<file path="config.mk">
export PLATFORM = sky130hd
export DESIGN_NAME = ppfs_port_mux
export DESIGN_NICKNAME = d
export VERILOG_FILES = /design/src/common/ppfs_pkg.sv /design/src/logic/ppfs_wake_detect.sv /design/src/logic/ppfs_port_mux.sv
export SDC_FILE = /design/constraint.sdc
export NUM_CORES = 1
export LEC_CHECK = 0
export BUFFER_PORTS_ARGS = -buffer_cell sky130_fd_sc_hd__buf_2
export CAP_MARGIN = 10
export CORE_ASPECT_RATIO = 1.5
export CORE_UTILIZATION = 40
export CTS_BUF_LIST = sky130_fd_sc_hd__clkbuf_8
export CTS_CLUSTER_SIZE = 40
export DETAILED_ROUTE_END_ITERATION = 6
export GPL_ROUTABILITY_DRIVEN = 0
export SYNTH_ARGS = -nofsm -noshare
export SYNTH_HDL_FRONTEND = slang
export SYNTH_HIERARCHICAL = 1
export SYNTH_SLANG_ARGS = --single-unit
</file>
<file path="constraint.sdc">
create_clock -name clk -period 1.75 [get_ports clk]
set_clock_uncertainty 0.15 [all_clocks]
set_input_delay 0.0875 -clock clk [delete_from_list [all_inputs] [get_ports clk]]
set_output_delay 0.0875 -clock clk [all_outputs]
set_load 0.01 [all_outputs]
</file>
<file path="src/common/ppfs_pkg.sv">
package ppfs_pkg;

    // Register indices on the plain register port.
    localparam logic [3:0] ADDR_PA_DATA   = 4'h0;
    localparam logic [3:0] ADDR_PA_DIR    = 4'h1;
    localparam logic [3:0] ADDR_PA_PULL   = 4'h2;
    localparam logic [3:0] ADDR_PA_WAKE   = 4'h3;
    localparam logic [3:0] ADDR_PB_DATA   = 4'h4;
    localparam logic [3:0] ADDR_PB_DIR    = 4'h5;
    localparam logic [3:0] ADDR_PB_PULL   = 4'h6;
    localparam logic [3:0] ADDR_PA_SEL0   = 4'h7;
    localparam logic [3:0] ADDR_PA_SEL1   = 4'h8;
    localparam logic [3:0] ADDR_PB_SEL0   = 4'h9;
    localparam logic [3:0] ADDR_BIT_OP    = 4'ha;
    localparam logic [3:0] ADDR_POWER     = 4'hb;

    // Reset values.
    localparam logic [7:0] RST_DATA       = 8'hff;
    localparam logic [7:0] RST_DIR        = 8'hff;
    localparam logic [7:0] RST_ZERO       = 8'h00;

    // Field positions.
    localparam int         PA3_SEL_LSB    = 6;
    localparam int         PA4_SEL_LSB    = 0;
    localparam int         PB0_SEL_LSB    = 0;
    localparam logic [7:0] SEL_NARROW_MSK = 8'h03;

    // Function select codes.
    localparam logic [1:0] SEL_TIMER      = 2'h1;
    localparam logic [1:0] SEL_SERIAL_CLK = 2'h2;
    localparam logic [1:0] SEL_LVD_IN     = 2'h3;

    // Bit operation write data: [7] set, [6:3] register index, [2:0] bit.
    localparam int         BITOP_SET_POS  = 7;
    localparam int         BITOP_REG_LSB  = 3;
    localparam int         BITOP_BIT_LSB  = 0;

    typedef enum logic [1:0] {
        PPFS_IDLE   = 2'b00,
        PPFS_MODIFY = 2'b01
    } ppfs_bitop_state_t;

endpackage

</file>
<file path="src/logic/ppfs_wake_detect.sv">
`timescale 1ns/100ps
module ppfs_wake_detect
    import ppfs_pkg::*;
#(
    parameter int WIDTH = 8
) (
    input  wire logic             clk,
    input  wire logic             sys_rst,
    input  wire logic [WIDTH-1:0] pin_level,
    input  wire logic [WIDTH-1:0] enable,
    input  wire logic [WIDTH-1:0] gpio_mode,
    input  wire logic             powered_down,
    output logic                  wake
);
    typedef struct packed {
        logic [WIDTH-1:0] last;
        logic             wake;
    } ppfs_wake_state_t;

    ppfs_wake_state_t state;
    ppfs_wake_state_t next_state;
    logic [WIDTH-1:0] fall;

    // A falling edge counts only on enabled pins in GPIO mode while powered down.
    always_comb begin
        next_state = state;
        next_state.last = pin_level;
        for (int i = 0; i < WIDTH; i++) begin
            fall[i] = state.last[i] & ~pin_level[i] & enable[i] & gpio_mode[i];
        end
        next_state.wake = powered_down & (|fall);
    end

    // Last level starts high, so a pin already low at reset reads as a falling edge in the first cycle.
    always_ff @(posedge clk) begin
        if (sys_rst) begin
            state <= '{last: '1, wake: 1'b0};
        end else begin
            state <= next_state;
        end
    end

    assign wake = state.wake;
endmodule

</file>
<file path="src/logic/ppfs_port_mux.sv">
// Strobed register access and the register addresses were decided locally.
`timescale 1ns/100ps
module ppfs_port_mux
    import ppfs_pkg::*;
#(
    parameter int PA_WIDTH = 8,
    parameter int PB_WIDTH = 4
) (
    input  wire logic                clk,
    input  wire logic                sys_rst,
    input  wire logic [3:0]          reg_addr,
    input  wire logic [7:0]          reg_wdata,
    input  wire logic                reg_write,
    input  wire logic                reg_read,
    output logic      [7:0]          reg_rdata,
    input  wire logic [PA_WIDTH-1:0] pa_pad_in,
    output logic      [PA_WIDTH-1:0] pa_pad_out,
    output logic      [PA_WIDTH-1:0] pa_pad_oe,
    output logic      [PA_WIDTH-1:0] pa_pull_on,
    input  wire logic [PB_WIDTH-1:0] pb_pad_in,
    output logic      [PB_WIDTH-1:0] pb_pad_out,
    output logic      [PB_WIDTH-1:0] pb_pad_oe,
    output logic      [PB_WIDTH-1:0] pb_pull_on,
    input  wire logic                timer_primary_output,
    input  wire logic                timer_complement_output,
    input  wire logic                serial_clk_out,
    input  wire logic                serial_clk_oe,
    output logic                     serial_clk_in,
    output logic                     low_voltage_detect_input,
    output logic                     lvd_in_selected,
    input  wire logic                sleep_request,
    output logic                     wake_up
);
    typedef struct packed {
        logic [PA_WIDTH-1:0] pa_data;
        logic [PA_WIDTH-1:0] pa_dir;
        logic [PA_WIDTH-1:0] pa_pull;
        logic [PA_WIDTH-1:0] pa_wake;
        logic [PB_WIDTH-1:0] pb_data;
        logic [PB_WIDTH-1:0] pb_dir;
        logic [PB_WIDTH-1:0] pb_pull;
        logic [7:0]          porta_low_pin_select;
        logic [1:0]          porta_pin4_select;
        logic [1:0]          portb_pin0_select;
        logic                powered_down;
        ppfs_bitop_state_t   bitop;
        logic [3:0]          bitop_reg;
        logic [2:0]          bitop_bit;
        logic                bitop_set;
        logic [7:0]          bitop_byte;
        logic [7:0]          rdata;
        logic [PA_WIDTH-1:0] pa_out;
        logic [PA_WIDTH-1:0] pa_oe;
        logic [PA_WIDTH-1:0] pa_pu;
        logic [PB_WIDTH-1:0] pb_out;
        logic [PB_WIDTH-1:0] pb_oe;
        logic [PB_WIDTH-1:0] pb_pu;
        logic                sck_in;
        logic                lvd_in;
        logic                lvd_sel;
    } ppfs_state_t;

    ppfs_state_t         state;
    ppfs_state_t         next_state;
    logic [1:0]          pin3_select_field;
    logic [1:0]          pin4_select_field;
    logic [1:0]          pb_pin0_select_field;
    logic [PA_WIDTH-1:0] pa_gpio;
    logic                wake_pulse;

    // Read value of any register; port data reads follow direction.
    function automatic logic [7:0] read_reg(input ppfs_state_t s, input logic [3:0] a,
                                            input logic [PA_WIDTH-1:0] pa_in,
                                            input logic [PB_WIDTH-1:0] pb_in);
        logic [7:0] v;
        v = 8'h00;
        case (a)
            ADDR_PA_DATA: v = 8'((s.pa_dir & pa_in) | (~s.pa_dir & s.pa_data));
            ADDR_PA_DIR:  v = 8'(s.pa_dir);
            ADDR_PA_PULL: v = 8'(s.pa_pull);
            ADDR_PA_WAKE: v = 8'(s.pa_wake);
            ADDR_PB_DATA: v = 8'((s.pb_dir & pb_in) | (~s.pb_dir & s.pb_data));
            ADDR_PB_DIR:  v = 8'(s.pb_dir);
            ADDR_PB_PULL: v = 8'(s.pb_pull);
            ADDR_PA_SEL0: v = s.porta_low_pin_select;
            ADDR_PA_SEL1: v = 8'(s.porta_pin4_select) & SEL_NARROW_MSK;
            ADDR_PB_SEL0: v = 8'(s.portb_pin0_select) & SEL_NARROW_MSK;
            ADDR_POWER:   v = {7'h00, s.powered_down};
            default:      v = 8'h00;
        endcase
        return v;
    endfunction

    // Byte write into any writable register.
    function automatic ppfs_state_t write_reg(input ppfs_state_t s, input logic [3:0] a,
                                              input logic [7:0] d);
        ppfs_state_t n;
        n = s;
        case (a)
            ADDR_PA_DATA: n.pa_data = d[PA_WIDTH-1:0];
            ADDR_PA_DIR:  n.pa_dir  = d[PA_WIDTH-1:0];
            ADDR_PA_PULL: n.pa_pull = d[PA_WIDTH-1:0];
            ADDR_PA_WAKE: n.pa_wake = d[PA_WIDTH-1:0];
            ADDR_PB_DATA: n.pb_data = d[PB_WIDTH-1:0];
            ADDR_PB_DIR:  n.pb_dir  = d[PB_WIDTH-1:0];
            ADDR_PB_PULL: n.pb_pull = d[PB_WIDTH-1:0];
            ADDR_PA_SEL0: n.porta_low_pin_select = d;
            ADDR_PA_SEL1: n.porta_pin4_select = d[1:0];
            ADDR_PB_SEL0: n.portb_pin0_select = d[1:0];
            ADDR_POWER:   n.powered_down = d[0];
            default:      n = s;
        endcase
        return n;
    endfunction

    assign pin3_select_field    = state.porta_low_pin_select[PA3_SEL_LSB +: 2];
    assign pin4_select_field    = state.porta_pin4_select[PA4_SEL_LSB +: 2];
    assign pb_pin0_select_field = state.portb_pin0_select[PB0_SEL_LSB +: 2];

    // Port A pins that are not claimed by the timer stay GPIO for wake-up.
    always_comb begin
        pa_gpio    = '1;
        pa_gpio[3] = (pin3_select_field != SEL_TIMER);
        pa_gpio[4] = (pin4_select_field != SEL_TIMER);
    end

    // Register access, bit operations and pad muxing.
    always_comb begin
        next_state = state;
        next_state.rdata = 8'h00;
        if (reg_read) begin
            next_state.rdata = read_reg(state, reg_addr, pa_pad_in, pb_pad_in);
        end
        case (state.bitop)
            PPFS_IDLE: begin
                if (reg_write && reg_addr == ADDR_BIT_OP) begin
                    // Bit ops take two cycles; a byte write landing in the second is dropped.
                    next_state.bitop      = PPFS_MODIFY;
                    next_state.bitop_set  = reg_wdata[BITOP_SET_POS];
                    next_state.bitop_reg  = reg_wdata[BITOP_REG_LSB +: 4];
                    next_state.bitop_bit  = reg_wdata[BITOP_BIT_LSB +: 3];
                    next_state.bitop_byte = read_reg(state, reg_wdata[BITOP_REG_LSB +: 4],
                                                     pa_pad_in, pb_pad_in);
                end else if (reg_write) begin
                    next_state = write_reg(next_state, reg_addr, reg_wdata);
                end
            end
            PPFS_MODIFY: begin
                next_state.bitop = PPFS_IDLE;
                next_state.bitop_byte[state.bitop_bit] = state.bitop_set;
                next_state = write_reg(next_state, state.bitop_reg, next_state.bitop_byte);
            end
            default: next_state.bitop = PPFS_IDLE;
        endcase

        // GPIO by default: latch drives the pad while direction is zero.
        next_state.pa_out = state.pa_data;
        next_state.pa_oe  = ~state.pa_dir;
        next_state.pb_out = state.pb_data;
        next_state.pb_oe  = ~state.pb_dir;
        if (pin3_select_field == SEL_TIMER) begin
            next_state.pa_out[3] = timer_primary_output;
            next_state.pa_oe[3]  = 1'b1;
        end
        if (pin4_select_field == SEL_TIMER) begin
            next_state.pa_out[4] = timer_complement_output;
            next_state.pa_oe[4]  = 1'b1;
        end
        next_state.lvd_sel = (pb_pin0_select_field == SEL_LVD_IN);
        next_state.sck_in  = pb_pad_in[0] & (pb_pin0_select_field == SEL_SERIAL_CLK);
        next_state.lvd_in  = pb_pad_in[0] & next_state.lvd_sel;
        if (pb_pin0_select_field == SEL_SERIAL_CLK) begin
            next_state.pb_out[0] = serial_clk_out;
            next_state.pb_oe[0]  = serial_clk_oe;
        end else if (pb_pin0_select_field == SEL_LVD_IN) begin
            next_state.pb_oe[0]  = 1'b0;
        end
        // Pull-high only where the pad is not being driven.
        next_state.pa_pu = state.pa_pull & ~next_state.pa_oe;
        next_state.pb_pu = state.pb_pull & ~next_state.pb_oe;
        if (wake_pulse) begin
            next_state.powered_down = 1'b0;
        end else if (sleep_request) begin
            next_state.powered_down = 1'b1;
        end
    end

    // Reset puts every pin to input with latches high.
    always_ff @(posedge clk) begin
        if (sys_rst) begin
            state         <= '0;
            state.pa_data <= RST_DATA[PA_WIDTH-1:0];
            state.pa_dir  <= RST_DIR[PA_WIDTH-1:0];
            state.pb_data <= RST_DATA[PB_WIDTH-1:0];
            state.pb_dir  <= RST_DIR[PB_WIDTH-1:0];
            state.pa_wake <= RST_ZERO[PA_WIDTH-1:0];
            // Pads idle at the latch reset level, so a later direction flip shows high at once.
            state.pa_out  <= RST_DATA[PA_WIDTH-1:0];
            state.pb_out  <= RST_DATA[PB_WIDTH-1:0];
            state.bitop   <= PPFS_IDLE;
        end else begin
            state <= next_state;
        end
    end

    ppfs_wake_detect #(
        .WIDTH(PA_WIDTH)
    ) u_wake (
        .clk          (clk),
        .sys_rst      (sys_rst),
        .pin_level    (pa_pad_in),
        .enable       (state.pa_wake),
        .gpio_mode    (pa_gpio),
        .powered_down (state.powered_down),
        .wake         (wake_pulse)
    );

    assign reg_rdata                = state.rdata;
    assign pa_pad_out               = state.pa_out;
    assign pa_pad_oe                = state.pa_oe;
    assign pa_pull_on               = state.pa_pu;
    assign pb_pad_out               = state.pb_out;
    assign pb_pad_oe                = state.pb_oe;
    assign pb_pull_on               = state.pb_pu;
    assign serial_clk_in            = state.sck_in;
    assign low_voltage_detect_input = state.lvd_in;
    assign lvd_in_selected          = state.lvd_sel;
    assign wake_up                  = wake_pulse;
endmodule

</file>
Word level (Yosys, flattened, before mapping)
Cells that the tools add are included.
{ "word_totals": {"ff_bits": 130, "output_inout_bits": 48, "wordCells": 204} }
{ "op_classes": {"magnitude_cmp": 2, "eq_ne": 64, "mux": 42, "bitwise": 44, "n_reduce_logical": 24} }
{ "op_table": {"columns": ["cell", "count"], "rows": [
  ["$pmux 8 s11", 2],
  ["$pmux 63 s2", 1],
  ["$mux 122", 1],
  ["$pmux 57 s2", 1],
  ["$mux 8", 11],
  ["$mux 57", 1],
  ["$reduce_and 5->1", 11],
  ["$eq 4x3->1 const B", 12],
  ["$mux 47", 1],
  ["$ne 2x1->1 const B", 22],
  ["$eq 4x4->1 const B", 10],
  ["$and 8x8->8", 3],
  ["$eq 4x2->1 const B", 6],
  ["$mux 4", 6],
  ["$and 1x1->1", 21],
  ["$mux 17", 1],
  ["$not 8->8", 2],
  ["$eq 4x1->1 const B", 3],
  ["$logic_not 4->1", 3],
  ["$mux 1", 11],
  ["$not 1->1", 10],
  ["$and 4x4->4", 2],
  ["$and 8x4->8", 1],
  ["$bwmux 8", 1],
  ["21 further kinds", 33]
]} }

Depth between registers and ports, before layout
{ "logic_depth": {"word_depth": 9, "mapped_depth": 7} }

Modules after synthesis
The synthesis kept the hierarchy.
{ "modules_own_cells": {"columns": ["mod", "instances", "cells_per_inst", "area_per_inst_um2", "seq_area_each_um2"], "rows": [
  ["ppfs_port_mux", 1, 669, 5972.0, 2422.3],
  ["ppfs_wake_detect", 1, 29, 326.6, 180.2]
]} }

Least setup slack after synthesis
No wires, ideal clock.
{ "synth_timing": {"path_type": "flip-flop to flip-flop", "from": "reg state[63] (netlist bit)", "to": "reg state[117] (netlist bit)", "setup_time_ps": 127, "t_arrival_ps": 1418, "required_time_ps": 1473, "slack_ps": 54, "stages_incl_launch_ff": 6, "n_path_buf": 1, "period_less_slack_ps": 1696, "cell_sequence": "dfxtp_1 or3b_4 o32a_4 buf_6 a21oi_1 o21ai_0"} }
{ "synth_via": {"elab_chain_len": 3, "elab_cells_between_ends": 8} }
{ "synth_lines": {"columns": ["item", "line", "rtl"], "rows": [
  ["start, declared", "ppfs_port_mux.sv:63", "ppfs_state_t state;"],
  ["start signal, assigned", "ppfs_port_mux.sv:202", "state <= next_state;"],
  ["$logic_not 2->1", "ppfs_port_mux.sv:134", "case (state.bitop)"],
  ["$ne 2x1->1 (no source line), or another cell as far along", null, null],
  ["$reduce_and 5->1 (no source line)", null, null]
]} }
Parallel ways exist; a longest one is shown, timed or not.
A chain may end at the register's enable or synchronous reset.

Final worst setup path
{ "layout_timing": {"from": "reg state[63] (netlist bit)", "to": "reg state[118] (netlist bit)"} }
Same word-level chain as after synthesis.

==> results by group <==
Status
  • Status: complete, but fails checks
  • Failing checks: negative setup slack

Placed design
  • Final HPWL from detailed placement: 14.2 mm
  • Port-buffer cells: 80
  • Post-placement worst setup slack: -0.107 ns

Floorplanning
  • Standard cell core area: 0.0152 sq mm
  • Die height: 156 microns
  • Die ar.: 0.0163 sq mm
  • X dimension of the die: 104 microns
  • Site Rows: 55
  • Total I/O pin count: 81
  • Initial core utilization: 0.414

Drt
  • Post-DR vias/cell: 5.54
  • Average routed wire per standard cell: 19.2 microns
  • Number of violations reported at the end of detailed-routing iteration 0: 444
  • Number of detailed-route iterations in the first pass: 5
  • Antenna Violating Nets Remaining: 0
  • Residual DRC count: 0
  • Total via count in the routed design: 5,697
  • Aggregate routed wire length: 19.7 mm

Worst setup path
  • Origin of the worst setup path: state[63]
  • Endpoint required time on the critical path: 1.93 ns
  • Worst setup path class: flip-flop to flip-flop
  • Chain of cells forming the critical path: or3b_4, o32a_4, a21oi_1, o21ai_0
  • Crit path DAT: 1.97 ns
  • Master of the slowest instance on the critical path: or3b_4
  • CP max stage delay: 0.46 ns
  • Buf+Inv Stages, Crit Path: 0
  • Beginning of the worst register-to-register path: state[63]
  • Worst Path Max Fanout: 8
  • Family of cells with the greatest summed delay on the critical path: compound AO/OA/AOI/OAI gates
  • Worst Setup End Kind: flip-flop
  • Type of origin of the critical path: flip-flop

Logic synthesis
  • Syn Inst Count: 698
  • Top post-synthesis cells by count: 130 x dfxtp_1, 64 x a21oi_1, 54 x o21ai_0, 52 x nor2_1, 50 x buf_4
  • Multiplexer share of the synthesized area: 0.0687
  • Parity-gate share of the synthesized area counting xor and xnor cells: 0
  • Dominant cell type by area after synthesis: dfxtp_1
  • Fraction of the yosys area taken by sequential cells: 0.413
  • Top cells by area, synth: dfxtp_1 41%, buf_4 6.0%, a21oi_1 5.1%
  • Synth Area in Compound Gates: 0.223
  • Yosys top cell area share: 0.413
  • Dominant combinational cell family by area after synthesis: compound AO/OA/AOI/OAI gates
  • Average cell area after synthesis: 9.02 sq um
  • Post-synthesis adder-cell area fraction: 0
  • Share of async-settable or async-resettable flops after synthesis: 0
  • Distinct cell type count after synthesis: 72
  • Dominant cell by count in the synthesized netlist: dfxtp_1
  • Simple logic cell fraction of the synthesized area: 0.201
  • Count of yosys warnings during synthesis: 6
  • Number of enable flip-flop cells after synthesis: 0
  • Synth Cell Area: 0.00630 sq mm
  • Register bit count reported by yosys: 130
  • Dominant register cell in the synthesized netlist: dfxtp_1

GRT
  • Met3 demand-to-capacity share in global routing: 0.0401
  • Top Usage Layer GRT: met2
  • Pin count of the biggest net entering global routing: 28
  • Total gr overflow: 0
  • Vias in the first global route: 5,409
  • Global Route Usage Sum: 0.237
  • Met1 track utilization from global routing: 0.282
  • Wire length of the first global-routing pass: 29.7 mm
  • Met2 track demand over resource: 0.408
  • Number of antenna violations at the first check in global routing: 0

Clock network
  • Clk slew on worst S/H paths: 0.08 ns
  • Number of buffers on the longest clock path: 2
  • Clock network latency to the later pin of the worst-skew pair: 0.44 ns
  • Clock tree from TritonCTS: built
  • Number of sinks on the clock net: 130
  • Clock Tree Root: clkbuf_8
  • Total clock buffers created by CTS: 17
  • # H-tree levels: 4
  • Post-CTS repair timing setup buffer count: 0

Finish
  • Final standard cell utilization of the core: 0.515
  • Area growth, synth to finish: 24.4%
  • Net total in the final layout: 850
  • Share of post-route cells with drive strength above 1: 0.315
  • Antenna diodes: 0

Power
  • Clock Power Share: 0.406
  • Reg power frac: 0.489
  • Net Switching: 1.65 mW
  • PwrDens: 796 mW/mm^2
  • Maximum ir drop on the vdd rail: 0.000369 V
  • Switching part of the total power: 0.265
  • Internal Pwr Total: 4.59 mW
  • Share of total power in combinational logic: 0.106
  • LEAKAGE: 3.18 nW

Timing
  • Number of hold-slack violations in the final timing report: 0
  • Setup total negative slack: -0.312 ns
  • F_max: 559 MHz
  • Setup repair after global routing missed its margin: true
  • Portion of the clock cycle consumed by the worst path in the final layout: 1.02
  • Minimum clock period: 1.79 ns
  • Pins over their slew limit: 0
  • Setup slack of the critical path after layout: -0.0395 ns
  • Final setup vio count: 15

Job
  • # Max-Cap Violations: 0

Hold path
  • Worst hold-check path type: input pin to flip-flop
  • Source of the worst hold timing path: sys_rst
==> path summary, 6_finish.rpt <==
| check | cells after the start | to | slack [ns] |
|---|---|---|---|
| setup / recovery | 4 | state[118] | -0.04 |
| hold / removal | 3 | next_state[36] | 0.009 |
| setup reg to reg | 4 | state[118] | -0.04 |
| hold reg to reg | 1 | state[65] | 0.28 |
==> power by group through the flow <==
stage          Clock [mW]  Combinational, mW  Sequential, mW
5_1_grt              2.70              0.705            3.05
2_1_floorplan           0              0.355            3.10
4_1_cts              2.56              0.633            3.05
3_5_place_dp            0              0.585            3.12
6_report             2.53              0.658            3.05
3_3_place_gp            0              0.579            3.12
==> layout make-up <==
type                            instances  area, sq um
Clock buffer                           18          248
Fill cell                            1427         7380
Clock inverter                         13          138
Tap cell                              199          249
Timing Repair Buffer                  180         1280
Inverter                                6         22.5
Multi-Input combinational cell        482         3280
Sequential cell                       130         2620
==> stage by stage <==
stage | hold slack (ns) | instances | cell area, sq um | total power [mW]
finish | 0.00906 | 1028 | 7830 | 6.24
global route | 0.00950 | 1028 | 7830 | 6.45
CTS | -0.0219 | 1027 | 7710 | 6.25
detailed placement | 0.161 | 973 | 7040 | 3.70
global placement | 0.163 | 973 | 7040 | 3.70
floorplan | 0.0346 | 703 | 6320 | 3.46
==> registers in the layout (all words and copies together) (netlist names) <==
name and cells:
low_voltage_detect_input 1, lvd_in_selected 1, next_state 9, pa_pad_oe 8, pa_pad_out 8, pa_pull_on 8, pb_pad_oe 4, pb_pad_out 4
pb_pin0_select_field 2, pb_pull_on 4, pin3_select_field 2, pin4_select_field 2, reg_rdata 8, serial_clk_in 1, state 59, u_wake/state 8
u_wake/wake 1
==> layout by cell type, fill, tap and decap left out, drive strengths merged, types with 3 or more instances in the layout <==
cell type / netlist / routed
mux2: 6 / 6
nand4b: 9 / 9
nand3b: 6 / 6
nand3: 17 / 17
buf: 71 / 157
a21o: 6 / 6
o21ai: 55 / 55
nor3: 10 / 10
mux2i: 32 / 32
nand2: 42 / 42
inv: 6 / 9
or2: 19 / 19
nor2: 54 / 54
conb: 1 / 6
a22o: 23 / 23
nor2b: 13 / 13
and3: 3 / 3
clkinv: 0 / 4
nor3b: 4 / 4
clkinvlp: 0 / 4
and3b: 3 / 3
a311oi: 3 / 3
o211ai: 4 / 4
or3b: 5 / 5
a31oi: 10 / 10
and4b: 4 / 4
dlygate4sd3: 0 / 23
o22ai: 4 / 4
nand2b: 27 / 27
a221oi: 7 / 7
a21oi: 66 / 66
o32a: 2 / 3
dfxtp: 130 / 130
a2bb2o: 3 / 3
clkbuf: 15 / 18
a211o: 3 / 3
a22oi: 5 / 5
==> cell families after synthesis <==
kind of cell / count (synthesis)
AOI/OAI and AO/OA: 210
other: 1
DFF: 130
and+or+nand+nor: 225
buffers and inverters: 92
muxes: 40
==> per-layer routing <==
layer,vias up,routed length (microns)
li1,2714,-
met2,236,9690
met3,58,973
met4,0,944
met1,2689,8110
met5,-,0
==> worst reg2reg max path, delay by kind of cell (launching register included) <==
kind / cells / cell delay (ns)
and+or+nand+nor: 1 / 0.46
AOI/OAI and AO/OA: 3 / 0.68
DFF: 1 / 0.39
==> timing repair <==
action / CTS / global route
setup endpoints to repair: 44 / 51
gates resized for setup: 15 / 29
gates cloned: 0 / 1
pin swaps: 0 / 16
endpoints found under the hold margin: 47 / 0
hold buffers: 23 / 0
No activity file was read; power rests on OpenSTA's default activity.
